--- config.mk ---
export PLATFORM = sky130hd
export DESIGN_NAME = crb_access
export DESIGN_NICKNAME = d
export VERILOG_FILES = /design/src/core/crb_pkg.sv /design/src/core/crb_decode.sv /design/src/core/crb_access.sv
export SDC_FILE = /design/constraint.sdc
export NUM_CORES = 1
export LEC_CHECK = 0
export ABC_CLOCK_PERIOD_IN_PS = 3900
export BUFFER_PORTS_ARGS = -buffer_cell sky130_fd_sc_hd__buf_4
export CELL_PAD_IN_SITES_DETAIL_PLACEMENT = 1
export CELL_PAD_IN_SITES_GLOBAL_PLACEMENT = 2
export CORE_UTILIZATION = 47
export CTS_CLUSTER_DIAMETER = 100
export DETAILED_ROUTE_END_ITERATION = 6
export HOLD_SLACK_MARGIN = 0.06
export MAX_ROUTING_LAYER = met4
export PLACE_DENSITY_LB_ADDON = 0.1
export SLEW_MARGIN = 20
export SYNTH_ARGS = -nofsm -noshare
export SYNTH_HDL_FRONTEND = slang
export SYNTH_SLANG_ARGS = --single-unit
export TNS_END_PERCENT = 1
--- constraint.sdc ---
create_clock -name clock -period 3.9 [get_ports clock]
set_clock_uncertainty 0.15 [all_clocks]
set_input_delay 0.39 -clock clock [delete_from_list [all_inputs] [get_ports clock]]
set_output_delay 0.39 -clock clock [all_outputs]
set_load 0.05 [all_outputs]
--- src/core/crb_pkg.sv ---
package crb_pkg;

	// ----------------------------------------
	// Memory geometry
	// ----------------------------------------
	localparam int CRB_WORDS = 40;
	localparam int CRB_BLOCKS = 5;
	localparam int CRB_BLK_WORDS = 8;
	localparam int CRB_BLK_W = 3;
	localparam int CRB_IDX_W = 3;
	localparam int CRB_ADDR_W = 6;
	localparam int CRB_DATA_W = 16;
	localparam logic [2:0] CRB_IDX_FIRST = 3'h7;
	localparam logic [2:0] CRB_IDX_LAST = 3'h0;
	localparam logic [2:0] CRB_BLK_MAX = 3'h4;

	// ----------------------------------------
	// Block codes
	// ----------------------------------------
	typedef enum logic [2:0] {
		CRB_IMPEDANCE_MATCHING_SET = 3'h0,
		CRB_BALANCE_FILTER_SET = 3'h1,
		CRB_IMPEDANCE_SCALING_SET = 3'h2,
		CRB_TRANSMIT_SET = 3'h3,
		CRB_RECEIVE_SET = 3'h4
	} crb_blk_t;

	// ----------------------------------------
	// Functional set selects, one hot
	// ----------------------------------------
	typedef struct packed {
		logic impedance_matching_set;
		logic balance_filter_set;
		logic impedance_scaling_set;
		logic transmit_gain_set;
		logic transmit_freq_response_set;
		logic receive_gain_set;
		logic receive_freq_response_set;
	} crb_sel_t;

	typedef struct packed {
		logic write;
		logic [2:0] block;
	} crb_cmd_t;

	localparam logic [2:0] CRB_GAIN_HALF_MIN = 3'h4;

endpackage : crb_pkg

--- src/core/crb_decode.sv ---
`timescale 1ns/100ps
module crb_decode
	import crb_pkg::*;
(
	input wire logic [2:0] block,
	input wire logic [2:0] index,
	output crb_sel_t sel,
	output logic valid
);

	always_comb begin
		sel = '0;
		valid = 1'b1;
		case (block)
			CRB_IMPEDANCE_MATCHING_SET: sel.impedance_matching_set = 1'b1;
			CRB_BALANCE_FILTER_SET: sel.balance_filter_set = 1'b1;
			CRB_IMPEDANCE_SCALING_SET: sel.impedance_scaling_set = 1'b1;
			CRB_TRANSMIT_SET: begin
				sel.transmit_gain_set = (index >= CRB_GAIN_HALF_MIN);
				sel.transmit_freq_response_set = (index < CRB_GAIN_HALF_MIN);
			end
			CRB_RECEIVE_SET: begin
				sel.receive_gain_set = (index >= CRB_GAIN_HALF_MIN);
				sel.receive_freq_response_set = (index < CRB_GAIN_HALF_MIN);
			end
			default: valid = 1'b0;
		endcase
	end

endmodule : crb_decode

--- src/core/crb_access.sv ---
`timescale 1ns/100ps
module crb_access
	import crb_pkg::*;
#(
	parameter int DATA_W = CRB_DATA_W
)
(
	input wire logic clock,
	input wire logic nrst,
	input wire logic cmd_valid,
	input crb_cmd_t cmd,
	input wire logic [DATA_W-1:0] wr_data,
	output logic cmd_ready,
	output logic word_strobe,
	output logic [CRB_ADDR_W-1:0] word_addr,
	output logic [DATA_W-1:0] rd_data,
	output crb_sel_t word_sel,
	output logic done
);

	typedef enum logic [1:0] {ST_IDLE, ST_WALK} crb_state_t;

	crb_state_t state_reg;
	logic [CRB_BLK_W-1:0] block_reg;
	logic [CRB_IDX_W-1:0] index_reg;
	logic write_reg;
	logic [DATA_W-1:0] mem_reg [CRB_WORDS];
	crb_sel_t sel_next;
	logic blk_ok;
	logic [CRB_ADDR_W-1:0] addr_next;
	logic [5:0] lin_next;
	logic walk_active;
	logic walk_last;
	logic take_cmd;
	logic wr_any;
	logic [CRB_WORDS-1:0] wr_hit;
	logic [DATA_W-1:0] rd_word;

	// ----------------------------------------
	// Walk control
	// ----------------------------------------
	assign addr_next = {block_reg, index_reg};
	assign lin_next = addr_next;
	assign walk_active = (state_reg == ST_WALK);
	assign walk_last = walk_active && (index_reg == CRB_IDX_LAST);
	assign take_cmd = (state_reg == ST_IDLE) && cmd_valid;
	assign wr_any = walk_active && write_reg && blk_ok;

	// ----------------------------------------
	// Set decode
	// ----------------------------------------
	crb_decode u_decode (
		.block(block_reg),
		.index(index_reg),
		.sel(sel_next),
		.valid(blk_ok)
	);

	// ----------------------------------------
	// Walk state
	// ----------------------------------------
	always_ff @(posedge clock) begin
		if (!nrst) begin
			state_reg <= ST_IDLE;
		end else begin
			case (state_reg)
				ST_IDLE: begin
					if (cmd_valid) begin
						state_reg <= ST_WALK;
					end
				end
				ST_WALK: begin
					if (index_reg == CRB_IDX_LAST) begin
						state_reg <= ST_IDLE;
					end
				end
				default: begin
					state_reg <= ST_IDLE;
				end
			endcase
		end
	end

	// ----------------------------------------
	// Block capture
	// ----------------------------------------
	always_ff @(posedge clock) begin
		if (!nrst) begin
			block_reg <= '0;
		end else if (take_cmd) begin
			block_reg <= cmd.block;
		end
	end

	// ----------------------------------------
	// Direction capture
	// ----------------------------------------
	always_ff @(posedge clock) begin
		if (!nrst) begin
			write_reg <= 1'b0;
		end else if (take_cmd) begin
			write_reg <= cmd.write;
		end
	end

	// ----------------------------------------
	// Word index
	// ----------------------------------------
	always_ff @(posedge clock) begin
		if (!nrst) begin
			index_reg <= CRB_IDX_FIRST;
		end else if (take_cmd) begin
			index_reg <= CRB_IDX_FIRST;
		end else if (walk_active) begin
			index_reg <= index_reg - 3'h1;
		end
	end

	// ----------------------------------------
	// Coefficient storage
	// ----------------------------------------
	genvar gi;
	generate
		for (gi = 0; gi < CRB_WORDS; gi++) begin : g_word
			assign wr_hit[gi] = wr_any && (lin_next == 6'(gi));
			always_ff @(posedge clock) begin
				if (!nrst) begin
					mem_reg[gi] <= '0;
				end else if (wr_hit[gi]) begin
					mem_reg[gi] <= wr_data;
				end
			end
		end
	endgenerate

	// ----------------------------------------
	// Read select
	// ----------------------------------------
	always_comb begin
		rd_word = '0;
		if (walk_active && blk_ok) begin
			rd_word = mem_reg[lin_next];
		end
	end

	// ----------------------------------------
	// Word strobe
	// ----------------------------------------
	always_ff @(posedge clock) begin
		if (!nrst) begin
			word_strobe <= 1'b0;
		end else begin
			word_strobe <= walk_active;
		end
	end

	// ----------------------------------------
	// Word address
	// ----------------------------------------
	always_ff @(posedge clock) begin
		if (!nrst) begin
			word_addr <= '0;
		end else begin
			word_addr <= addr_next;
		end
	end

	// ----------------------------------------
	// Set select
	// ----------------------------------------
	always_ff @(posedge clock) begin
		if (!nrst) begin
			word_sel <= '0;
		end else begin
			word_sel <= walk_active ? sel_next : '0;
		end
	end

	// ----------------------------------------
	// Read data
	// ----------------------------------------
	always_ff @(posedge clock) begin
		if (!nrst) begin
			rd_data <= '0;
		end else begin
			rd_data <= rd_word;
		end
	end

	// ----------------------------------------
	// Walk done
	// ----------------------------------------
	always_ff @(posedge clock) begin
		if (!nrst) begin
			done <= 1'b0;
		end else begin
			done <= walk_last;
		end
	end

	// ----------------------------------------
	// Command ready
	// ----------------------------------------
	always_ff @(posedge clock) begin
		if (!nrst) begin
			cmd_ready <= 1'b0;
		end else begin
			cmd_ready <= ((state_reg == ST_IDLE) && !cmd_valid) ||
				walk_last;
		end
	end

endmodule : crb_access

**After elaboration in Yosys (flattened, before gate mapping)**

Memories as Yosys holds them, arrays and structs flattened. A register that Yosys moved wholly into a read port is not among the register bits.
Cells that the tools add are included.

- Flip-flop bits (word level): 25
- RAM bits: 640
- Word-level logic and storage cells: 334
- Memories: 1

Memories:

| memory | depth | width | rd ports | clocked after Yosys merged registers in | write ports | line | text |
|---|---|---|---|---|---|---|---|
| mem_reg | 40 | 16 | 1 | 1 | 40 | crb_access.sv:27 | `logic [DATA_W-1:0] mem_reg [CRB_WORDS];` |

- Add/subtract/negate cells: 1
- Magnitude comparators: 2
- Equal/unequal tests: 46
- Mux-type cells: 168
- Bitwise logic cells: 41
- Reductions and logical operators: 60

Operator list:

| operator | count |
|---|---|
| 16-bit 2-to-1 mux | 40 |
| 1-bit 2-to-1 mux | 125 |
| 6-bit by 5-bit equality test with 1-bit output, second input constant | 16 |
| 6-bit by 4-bit equality test with 1-bit output, second input constant | 8 |
| 6-bit equality test, second input constant | 8 |
| 1-bit logical AND | 46 |
| 1-bit bitwise OR | 40 |
| 6-bit by 3-bit equality test with 1-bit output, second input constant | 4 |
| 6-bit by 2-bit equality test with 1-bit output, second input constant | 2 |
| 3-bit by 2-bit equality test with 1-bit output, second input constant | 2 |
| 6-bit by 1-bit equality test with 1-bit output, second input constant | 1 |
| 3-bit zero test | 2 |
| 6-bit zero test | 1 |
| 2-bit AND reduction | 3 |
| 3-bit AND reduction | 2 |
| 5-bit OR reduction | 1 |
| 2-bit 2-to-1 mux | 2 |
| 2-bit case mux with 2 select lines | 1 |
| 3-bit by 1-bit equality test with 1-bit output, second input constant | 1 |
| 3-bit equality test, second input constant | 1 |
| 3-bit greater-or-equal comparator, second input constant | 1 |
| 3-bit less-than comparator, second input constant | 1 |
| 3-bit by 1-bit subtractor with 3-bit output, second input constant | 1 |
| 2-bit by 1-bit equality test with 1-bit output, second input constant | 1 |
| 7 further kinds | 8 |

**Logic depth before layout (Yosys ltp)**

Gate-level depths: netlist of run 1.

- Depth in word-level cells: 9
- Mapped depth: 11
- Depth with buffers taken out: 6

**Cells and area by module**

A second synthesis of run 1 with hierarchy kept.

- Cell total of the unflattened synthesis: 2049
- Area total of the unflattened synthesis: 30615.6 um^2

By module, submodules not included:

| module | times used | cells an instance | area an instance (um^2) |
|---|---|---|---|
| crb_access | 1 | 2041 | 30539.3 |
| crb_decode | 1 | 8 | 76.3 |

**Least setup slack after synthesis of run 1**

No wires, ideal clock.

- Path type: register to register
- Start point: register index_reg[1]
- End point: memory mem_reg[24][0] in the netlist's numbering (enable)
- Data arrival time: 2716 ps
- Path slack: 623 ps
- Cell stages (with the launch flop): 10
- Path buffers: 5
- Path through: dfxtp_1 -> buf_2 -> buf_4 -> buf_4 -> buf_2 -> inv_1 -> ha_1 -> nand4_1 -> clkbuf_1 -> o21ai_0

RTL lines:

| what | line | text |
|---|---|---|
| start: declaration | crb_access.sv:25 | `logic [CRB_IDX_W-1:0] index_reg;` |
| start signal: assignment | crb_access.sv:115 | `index_reg <= index_reg - 3'h1;` |
| end: declaration | crb_access.sv:27 |  |

==> results.md, run 1 <==
- Counting the buffers created by CTS gives 73.
- Across every metal layer, demand over resource in global routing totals 0.274.
- The floorplan step defined a die boundary enclosing 66000 sq um.
- The number of cells on the worst reg-to-reg path is 4.
- The switching component of the power is 3.67 mW.
- The maximum fanout encountered on the critical timing path is 33.
- Synthesis handed over a netlist of 2039 instances.
- Leaving out fill and tap cells, the most frequent cell in the layout is and2_1.
- After synthesis the cells add up to 30500 sq um.
- The worst min-delay path category is primary input to register.
- The routed design could run at a clock period as short as 3.21 ns.
- The actual transition at the worst max-transition pin is 1.08 ns.
- The total area inside the core boundary comes to 64300 sq um.
- The leakage power figure is 13.0 nW.
- In the layout the commonest cells are and2_1 (649), edfxtp_1 (640), buf_4 (138), mux4_2 (126), clkbuf_16 (77).
- The floorplan has 93 rows.
- In the routed design, unresolved DRC markers number 0.
- The worst setup path is launched from a register.
- The maximum VDD drop is 0.341 mV.
- The synthesized design contains 680 register bits.
- Clock-pin slew was measured on the worst setup and hold paths at 0.06 ns.
- Setup violations remaining at the end of the flow were counted as 0.
- At the later pin of the worst-skew pair, clock insertion delay measures 0.62 ns.
- The remaining global-route overflow is 0.
- The number of buffers added on ports is 54.
- The total setup buffers inserted after CTS is 0.
- The register with the most flip-flops in the layout has 640 of them.
- At the end of the flow the core is filled with cells to 0.534.
- The synthesized netlist net count is 2067.
- Max-cap violations in this run came to 0.
- Before antenna repair, the detailed router went through 5 iterations.
- The final design instance area without fill is 34300 sq um.
- The critical path in this run is classified as register to register.
- The worst setup path is captured at a register.
- The remaining number of nets flagged by the antenna check after routing is 0.
- Fill cells in the final layout number 6024.
- The end of the worst register-to-register path is mem_reg[33][6].
- The clock drives 680 sinks.
- Using the TritonRoute via totals, the vias-per-cell ratio works out to 5.78.
- The internal power consumption is 12.7 mW.
- The placement-stage cell area is 31900 sq um.
- The routability congestion estimate from global placement is 0.876.
- The initial antenna violation count is 2.
- In the final layout, the share of cells above drive strength 1 is 0.195.
- Entering global routing, the biggest net connects 46 pins.
- The number of global-route vias before repair is 18200.
- The post-placement cell count is 2846.
- For this run, the number of standard cells in the final layout without fillers is 2987.
- The number of nets in the final layout is 2099.
- In this run the deepest clock path goes through 3 buffers.
- The critical path starts at index_reg[0].
- For this run, the top clock speed supported by timing is 311 MHz.
- Dividing the detail-routed wire length by the instance count gives 28.8 um.
- Setup repair after global routing left no endpoint under its margin.
- Across all hold checks on the routed design, the worst slack comes to 0.116 ns.
- The most critical setup path has its endpoint at mem_reg[33][6].
- The violation count after the first detailed-routing iteration is 1411.
- The power per standard cell area is 476 nW/um^2.
- The worst max-slew margin expressed relative to the limit is 0.276.
- The overall die height is 257 um.
- In this run the register-to-register setup slack is 0.69 ns.
- The number of enable-type register cells in the synthesized netlist is 640.
- The critical path required time is 4.23 ns.
- The number of endpoints with negative hold slack in the final report is 0.
- The number of different library cells in the post-synthesis netlist is 40.
- Once routing completed, OpenROAD measured the worst setup slack at 0.685 ns.
- The number of ports placed on the die boundary is 55.
- The total design power is 16.4 mW.
- The share of power burned in the clock network is 0.427.
- The average size of a mapped cell is 15.0 sq um.
- The run finished with clean final reports.
- In the synthesized netlist the async set-or-reset flop fraction comes to 0.
- Timing analysis after detailed placement gives a worst setup slack of 0.570 ns.
- The launching point of the worst reg2reg path is index_reg[0].
- The final max-slew violation count came to 0.
- The switching share of total power is 0.224.
- The final layout contains routed wiring with a total length of 86100 um.
- For this run, the register share of the synthesized area comes to 0.656.
- For this run, the number of Yosys warnings is 0.
- Measured along the x axis, the die boundary spans 257 um.
- The accumulated negative setup slack is 0 ns.
- The signal arrival time at the worst endpoint is 3.54 ns.
- The first global-routing pass estimated 126000 um of wire.
- The portion of the clock cycle consumed by the worst path in the final layout is 0.824.
- The synthesis-to-layout area growth is 12.5%.
- The initial core utilization is 0.474.
- Of the total power, registers draw 0.507.
- The total number of H-tree levels is 3.
- The prevailing post-synth register cell is edfxtp_1.
- The share of total power dissipated in combinational logic is 0.065.
- For this block, the via count after detailed routing is 17300.
- The cell sitting at the root of the clock tree is a clkbuf_16.
- The post-DP HPWL is 52800 um.
- The CTS tree is yes.
[synth_stat cells, drive strengths merged (2+ instances only)]
cell | n | area, sq um
nor2 | 51 | 211
clkbuf | 136 | 517
nor3b | 3 | 32.5
nand2 | 35 | 131
ha | 5 | 62.6
o21ai | 57 | 285
nand2b | 3 | 18.8
nor3 | 3 | 15.0
nand4 | 5 | 31.3
a22oi | 49 | 368
o31ai | 2 | 15.0
nand3b | 5 | 37.5
mux4 | 126 | 2840
dfxtp | 40 | 801
a41oi | 16 | 140
or3 | 2 | 12.5
and2 | 651 | 4070
nand3 | 18 | 90.1
a22o | 30 | 263
mux2i | 72 | 721
nor2b | 12 | 75.1
buf | 52 | 319
edfxtp | 640 | 19200
mux2 | 16 | 180
inv | 3 | 11.3
[cell families after synthesis]
group	synth area share
simple gates	0.156
flops	0.656
fa+ha+maj	0.00205
mux	0.123
xor+xnor	0.000287
compound gates	0.0358
buf+inv	0.0278
[power by group through the flow]
stage,Sequential (mW),Combinational [mW],Clock [mW]
global route,8.32,1.12,7.35
floorplan,8.45,0.609,0
global placement,8.44,1.06,0
finish,8.30,1.07,6.99
CTS,8.30,1.08,7.11
detailed placement,8.45,1.07,0
[metal layers]
layer	wire (um)	share of wire	vias up	track usage
li1	-	-	7546	-
met1	36400	0.42	9080	0.356
met2	41700	0.48	499	0.431
met3	5460	0.063	127	0.0556
met4	2560	0.030	0	0.0906
met5	0	0	-	-
[cell type report]
type / count / area, sq um / share of cell area
flip-flops and latches: 680 / 20000 / 0.583
multi-input cells: 1168 / 9690 / 0.282
clock buffers: 102 / 2120 / 0.0618
repair buffers: 145 / 1130 / 0.0328
well taps: 855 / 1070 / 0.0312
clock inverters: 30 / 273 / 0.00795
inverters: 3 / 11.3 / 0.000328
diodes: 4 / 10.0 / 0.000292
[worst min path at each step]
stage	start	to	slack (ns)	cells past startpoint
floorplan	cmd_valid	index_reg[1]	0.36	2
global placement	write_reg	write_reg	0.45	2
detailed placement	write_reg	write_reg	0.45	2
CTS	nrst	block_reg[2]	0.09	2
global route	nrst	block_reg[2]	0.13	2
finish	nrst	block_reg[2]	0.12	2
[worst max-delay path, stage by stage (launching register included)]
cell	delay, ns
dfxtp_4	0.76
ha_1	0.25
nand4_1	0.62
nor2_1	1.00
and2_1	0.24
[timing repair]
| item | in CTS | in global routing |
|---|---|---|
| endpoints found under the setup margin | 0 | 0 |
| hold buffers | 5 | 0 |
| endpoints found under the hold margin | 7 | 0 |
| resized for setup | 0 | 0 |
Note: power is estimated with default switching activity, not from simulation.
==> run 2: changes to the inputs <==
- ABC_CLOCK_PERIOD_IN_PS: 3900 -> 2800
- CORE_UTILIZATION: 47 -> 42
- clock period: 3.9 -> 2.8 ns (I/O delays scaled with it)
==> run 2 against run 1 <==
The flow now finishes with violations (negative setup slack). Hold slack improved by 0.019 ns. Non-clock buffer count rose by 45. Maximum frequency rose by 13%. Global-route usage fell by 1.9 points. Critical path type unchanged.
==> results.md, run 2 (synthesis results as in run 1) <==
- The number of flip-flops under the largest register name is 640 (unchanged).
- The start point of the worst min-delay path is wr_data[8] (was nrst).
- The clock tree root driver cell was clkbuf_16 (unchanged).
- The worst min-delay path category is primary input to register (unchanged).
- The first-pass GRT wire length is 130000 um (was 126000 um).
- The post-detailed-route wirelength per cell is 28.6 um (was 28.8 um).
- The upper clock frequency limit is 350 MHz (was 311 MHz).
- The launching element type of the critical path is a register (unchanged).
- The actual transition at the worst max-transition pin is 0.994 ns (was 1.08 ns).
- The total global routing track utilization is 0.254 (was 0.274).
- The largest net degree at the start of global routing is 80 (was 46).
- The overall die height is 272 um (was 257 um).
- The number of nets in the final layout is 2148 (was 2099).
- The endpoint with the worst hold slack was mem_reg[8][8] (was block_reg[2]).
- The leakage power figure is 13.3 nW (was 13.0 nW).
- The clock sink count came to 680 (unchanged).
- The remaining global-route overflow is 0 (unchanged).
- The max-cap violation count was 0 (unchanged).
- The most common cell after layout, fill and taps aside is and2_1 (unchanged).
- The instance count along the most critical hold path was 2 (unchanged).
- The CTS tree is yes (unchanged).
- The number of buffers added on ports is 54 (unchanged).
- The horizontal die dimension is 272 um (was 257 um).
- The hold slack is 0.135 ns (was 0.116 ns).
- The depth of the worst register-to-register path came to 6 (was 4).
- The initial core utilization is 0.425 (was 0.474).
- The final max-slew violation count was 0 (unchanged).
- The initial antenna violation count is 11 (was 2).
- The final routed wirelength across all metal layers is 89700 um (was 86100 um).
- The per-cell via count in the routed design was 5.55 (was 5.78).
- The total number of H-tree levels is 3 (unchanged).
- The number of ports placed on the die boundary is 55 (unchanged).
- The placement-stage worst setup slack is -0.0321 ns (was 0.570 ns).
- The final critical delay including setup and external delays is 2.85 ns (was 3.21 ns).
- The placeable core area is 71700 sq um (was 64300 sq um).
- The end of the worst register-to-register path is rd_data[8] (was mem_reg[33][6]).
- The critical path capture point type is a register (unchanged).
- The number of non-filler instances in the completed layout is 3137 (was 2987).
- The register-to-register setup slack is -0.05 ns (was 0.69 ns).
- The post-DP HPWL came to 54900 um (was 52800 um).
- The post-route DRC violation count is 0 (unchanged).
- The post-placement cell count was 2985 (was 2846).
- The placement-stage cell area is 32400 sq um (was 31900 sq um).
- The routability congestion estimate from global placement is 0.830 (was 0.876).
- The synthesis-to-layout area growth is 14.8% (was 12.5%).
- The type of the worst setup path is register to register (unchanged).
- The maximum fanout encountered on the critical timing path was 19 (was 33).
- The first-pass iteration count of the detailed router is 5 (unchanged).
- The portion of the clock cycle consumed by the worst path in the final layout is 1.02 (was 0.824).
- The remaining number of nets flagged by the antenna check after routing was 0 (unchanged).
- The final standard cell utilization of the core is 0.489 (was 0.534).
- The filler cell count in the final layout was 6867 (was 6024).
- The final design instance area without fill is 35000 sq um (was 34300 sq um).
- The clock slew at the register clock pins of the worst setup and hold paths was 0.06 ns (about the same).
- The number of placement rows was 98 (was 93).
- The worst max-slew margin expressed relative to the limit is 0.335 (was 0.276).
- The launching point of the worst reg2reg path is index_reg[0] (unchanged).
- The accumulated negative setup slack is -0.0532 ns (was 0 ns).
- The power per standard cell area is 669 nW/um^2 (was 476 nW/um^2).
- The number of global-route vias before repair is 18400 (was 18200).
- The violation count after the first detailed-routing iteration is 1438 (was 1411).
- The total design power came to 23.4 mW (was 16.4 mW).
- The signal arrival time at the worst endpoint is 3.09 ns (was 3.54 ns).
- The checks that failed: negative setup slack.
- Most frequent cells in the layout: and2_1 (649), edfxtp_1 (640), buf_4 (174), mux4_2 (126), clkbuf_16 (83) (was and2_1 (649), edfxtp_1 (640), buf_4 (138), mux4_2 (126), clkbuf_16 (77)).
- Result of the run: finished with violations (was completed).
- The number of endpoints with negative hold slack in the final report is 0 (unchanged).
- The maximum number of buffers from clock root to sink came to 3 (unchanged).
- The critical path required time was 3.04 ns (was 4.23 ns).
- The total vias in the final route came to 17400 (was 17300).
- The number of setup violations in the final report came to 1 (was 0).
- The total setup buffers inserted after CTS is 0 (unchanged).
- Setup repair after global routing missed its margin: false (unchanged).
- The die footprint is 73700 sq um (was 66000 sq um).
- The proportion of layout cells with a drive suffix above 1 is 0.216 (was 0.195).
- The maximum VDD drop was 0.470 mV (was 0.341 mV).
- The clock insertion delay at the later pin of the skew report is 0.61 ns (was 0.62 ns).
- The number of buffers inserted during clock tree synthesis was 77 (was 73).
- The post-route worst setup slack is -0.0532 ns (was 0.685 ns).
==> run 2: cell count changes in the layout (fill, tap and decap cells not counted), sizes merged <==
cell and delta:
bufinv +1, dlygate4sd3 +1, clkinv +4, clkinvlp -2
diode +2, buf +44, clkbuf +5
==> run 2: repair_timing <==
action,CTS,global route
endpoints found under the hold margin,8,0
resized for setup,2,4
hold buffers,6,0
pin swaps,0,0
setup endpoints to repair,2,8
==> run 2: cell type report <==
cell class	instances	area [sq um]	area share
timing repair buffer	190	1560	0.0445
inverter	3	11.3	0.000321
clock buffer	107	2240	0.0638
clock inverter	33	314	0.00896
tap	950	1190	0.0339
multi-input combinational	1168	9690	0.277
antenna	6	15.0	0.000428
sequential	680	20000	0.572
==> run 2: critical path: stages (launching register included) <==
cell and delay [ns]:
dfxtp_4 0.53, buf_12 0.25, buf_4 0.19, mux4_2 0.53, a22o_1 0.26, o21ai_1 0.38
a41oi_1 0.32
==> run 2: routing by layer <==
layer	GRT usage	vias to the layer above	routed length [um]
li1	-	7638	-
met1	0.331	9185	38400
met2	0.402	477	43400
met3	0.0471	123	5400
met4	0.0849	0	2540
met5	-	-	0
==> run 2: how the worst max path moves through the flow <==
stage | startpoint | end | slack, ns | depth (start not counted)
2_1_floorplan | index_reg[0] | mem_reg[26][0] | -0.31 | 8
3_3_place_gp | index_reg[0] | rd_data[12] | -0.02 | 6
3_5_place_dp | index_reg[0] | rd_data[8] | -0.03 | 6
4_1_cts | index_reg[0] | rd_data[2] | 0.002 | 6
5_1_grt | index_reg[0] | rd_data[5] | 0.01 | 7
6_report | index_reg[0] | rd_data[8] | -0.05 | 6
==> run 2: power breakdown <==
| part | internal, mW | switching (mW) |
|---|---|---|
| Sequential | 11.4 | 0.113 |
| Combinational | 0.569 | 1.04 |
| Clock | 6.13 | 4.16 |
| Total | 18.1 | 5.31 |
==> run 3: changes to the inputs <==
- REMOVE_ABC_BUFFERS: not set -> 1
==> run 3 against run 2 <==
The flow now finishes without violations. Combinational power shrank 3%. Global-route usage grew 0.29 points. First-iteration DRC count grew 6.5%. Cell count shrank 0.19%. Core utilization shrank 0.18 points. Flip-flop and latch count is the same. Maximum frequency grew 11%. Count of clock-buffer cells in the layout shrank 7. Sequential share of layout area grew 0.22 points.
==> results.md, run 3 (synthesis results as in run 1) <==
- The per-cell via count in the routed design was 5.55 (about the same).
- The placement-stage worst setup slack was 0.234 ns (was -0.0321 ns).
- The final critical delay including setup and external delays is 2.58 ns (was 2.85 ns).
- The post-route worst setup slack is 0.218 ns (was -0.0532 ns).
- The placement-stage cell area came to 32500 sq um (was 32400 sq um).
- The post-route DRC violation count is 0 (unchanged).
- The leakage power figure came to 13.3 nW (about the same).
- The internal power consumption is 17.6 mW (was 18.1 mW).
- The number of buffers added on ports is 54 (unchanged).
- The number of endpoints with negative hold slack in the final report came to 0 (unchanged).
- The total vias in the final route is 17400 (about the same).
- The number of flip-flops under the largest register name was 640 (unchanged).
- The register share of total power is 0.507 (was 0.492).
- The proportion of layout cells with a drive suffix above 1 is 0.202 (was 0.216).
- The share of power burned in the clock network is 0.425 (was 0.439).
- The maximum fanout encountered on the critical timing path is 24 (was 19).
- The worst min-delay path category is primary input to register (unchanged).
- The type of the worst setup path is register to register (unchanged).
- The number of ports placed on the die boundary is 55 (unchanged).
- The violation count after the first detailed-routing iteration is 1531 (was 1438).
- The initial antenna violation count is 2 (was 11).
- The switching component of the power is 5.18 mW (was 5.31 mW).
- The power per standard cell area is 652 nW/um^2 (was 669 nW/um^2).
- The overall die height is 272 um (unchanged).
- The worst max-slew margin expressed relative to the limit is 0.286 (was 0.335).
- The launching element type of the critical path is a register (unchanged).
- The wire length on met1 is 40200 um (was 38400 um).
- The top layer used by detailed routing is met4 (unchanged).
- Worst path cell trace: buf_12 -> mux4_2 -> a22o_1 -> o21ai_1 -> a41oi_1 (was buf_12 -> buf_4 -> mux4_2 -> a22o_1 -> o21ai_1 -> a41oi_1).
- The maximum cell stage delay along the critical path was 0.56 ns (was 0.53 ns).
- The post-detailed-route wirelength per cell came to 29.0 um (was 28.6 um).
- The post-DP HPWL is 56000 um (was 54900 um).
- The synthesis-to-layout area growth came to 14.4% (was 14.8%).
- The clock sink count is 680 (unchanged).
- The category of cells accounting for the largest share of critical-path delay is compound AO/OA/AOI/OAI gates (unchanged).
- The signal arrival time at the worst endpoint is 2.88 ns (was 3.09 ns).
- The total met3 wirelength after detailed routing was 3490 um (was 5400 um).
- The total length of routed met2 wires is 44900 um (was 43400 um).
- The final standard cell utilization of the core was 0.487 (was 0.489).
- The number of global-route vias before repair came to 18300 (was 18400).
- The largest net degree at the start of global routing is 54 (was 80).
- The number of nets in the final layout is 2151 (was 2148).
- The first-pass GRT wire length was 131000 um (was 130000 um).
- The actual transition at the worst max-transition pin is 1.07 ns (was 0.994 ns).
- The number of setup violations in the final report came to 0 (was 1).
- The placeable core area is 71700 sq um (unchanged).
- The number of buffers inserted during clock tree synthesis is 75 (was 77).
- The buffering stage count on the worst path with inverters included is 1 (was 2).
- The clock insertion delay at the later pin of the skew report is 0.62 ns (was 0.61 ns).
- The critical path required time is 3.10 ns (was 3.04 ns).
- The final routed wirelength across all metal layers was 90700 um (was 89700 um).
- Setup repair after global routing missed its margin: false (unchanged).
- The final design instance area without fill came to 34900 sq um (was 35000 sq um).
- The clock slew at the register clock pins of the worst setup and hold paths was 0.06 ns (about the same).
- The critical path capture point type is a register (unchanged).
- The switching share of total power is 0.228 (was 0.227).
- The final max-slew violation count is 0 (unchanged).
- Result of the run: completed (was finished with violations).
- The remaining global-route overflow is 0 (unchanged).
- The most common cell after layout, fill and taps aside is and2_1 (unchanged).
- The portion of the clock cycle consumed by the worst path in the final layout came to 0.922 (was 1.02).
- The routability congestion estimate from global placement came to 0.827 (was 0.830).
- The max-cap violation count is 0 (unchanged).
- The first-pass iteration count of the detailed router is 7 (was 5).
- The filler cell count in the final layout is 6940 (was 6867).
- The upper clock frequency limit came to 387 MHz (was 350 MHz).
- The total global routing track utilization was 0.257 (was 0.254).
- The standard cell with the maximum stage delay on the critical path is mux4_2 (was dfxtp_4).
- The horizontal die dimension is 272 um (unchanged).
- The proportion of power drawn by combinational gates is 0.069 (about the same).
- The clock tree root driver cell is clkbuf_16 (unchanged).
- The CTS tree is yes (unchanged).
- Most frequent cells in the layout: and2_1 (649), edfxtp_1 (640), buf_4 (173), mux4_2 (126), clkbuf_16 (78) (was and2_1 (649), edfxtp_1 (640), buf_4 (174), mux4_2 (126), clkbuf_16 (83)).
- The initial core utilization is 0.425 (unchanged).
- The accumulated negative setup slack was 0 ns (was -0.0532 ns).
- The total number of H-tree levels is 3 (unchanged).
- The maximum number of buffers from clock root to sink is 3 (unchanged).
- The remaining number of nets flagged by the antenna check after routing was 0 (unchanged).
- The number of placement rows was 98 (unchanged).
- The die footprint came to 73700 sq um (unchanged).
- The maximum VDD drop is 0.442 mV (was 0.470 mV).
run 3: worst paths after layout:
check | startpoint | endpoint | slack, ns | cells past startpoint
setup reg to reg | index_reg[0] | rd_data[9] | 0.22 | 5
hold reg to reg | write_reg | write_reg | 0.47 | 2
hold / removal | wr_data[7] | mem_reg[37][7] | 0.13 | 2
setup / recovery | index_reg[0] | rd_data[9] | 0.22 | 5
run 3: area by class of cell:
| type | count | area (sq um) | share of cell area |
|---|---|---|---|
| clock inverter | 31 | 298 | 0.00853 |
| timing repair buffer | 195 | 1670 | 0.0478 |
| inverter | 3 | 11.3 | 0.000323 |
| antenna | 4 | 10.0 | 0.000287 |
| multi-input combinational | 1168 | 9650 | 0.276 |
| clock buffer | 100 | 2050 | 0.0589 |
| tap | 950 | 1190 | 0.0340 |
| sequential | 680 | 20000 | 0.574 |
run 3: stage by stage:
stage | hold slack [ns] | power (mW) | std cells
3_3_place_gp | 0.418 | 13.3 | 2989
3_5_place_dp | 0.421 | 13.3 | 2989
4_1_cts | 0.120 | 23.0 | 3127
2_1_floorplan | 0.192 | 12.6 | 1851
5_1_grt | 0.146 | 23.4 | 3127
6_report | 0.134 | 22.8 | 3131
run 3: routing by layer:
metal  vias up  track usage
met4         0       0.0683
met5         -            -
met3       111       0.0262
met2       398        0.420
met1      9219        0.345
li1       7638            -
run 3: timing repair:
item	in CTS	in global routing
gates resized for setup	0	0
endpoints found under the hold margin	7	0
setup buffers	0	0
hold buffers	7	0
run 3: power groups by stage:
stage               Sequential [mW]  Combinational (mW)  Clock (mW)
floorplan                      11.9               0.719           0
global placement               11.7                1.57           0
detailed placement             11.8                1.59           0
CTS                            11.5                1.59        9.86
global route                   11.6                1.65        10.2
finish                         11.5                1.56        9.67
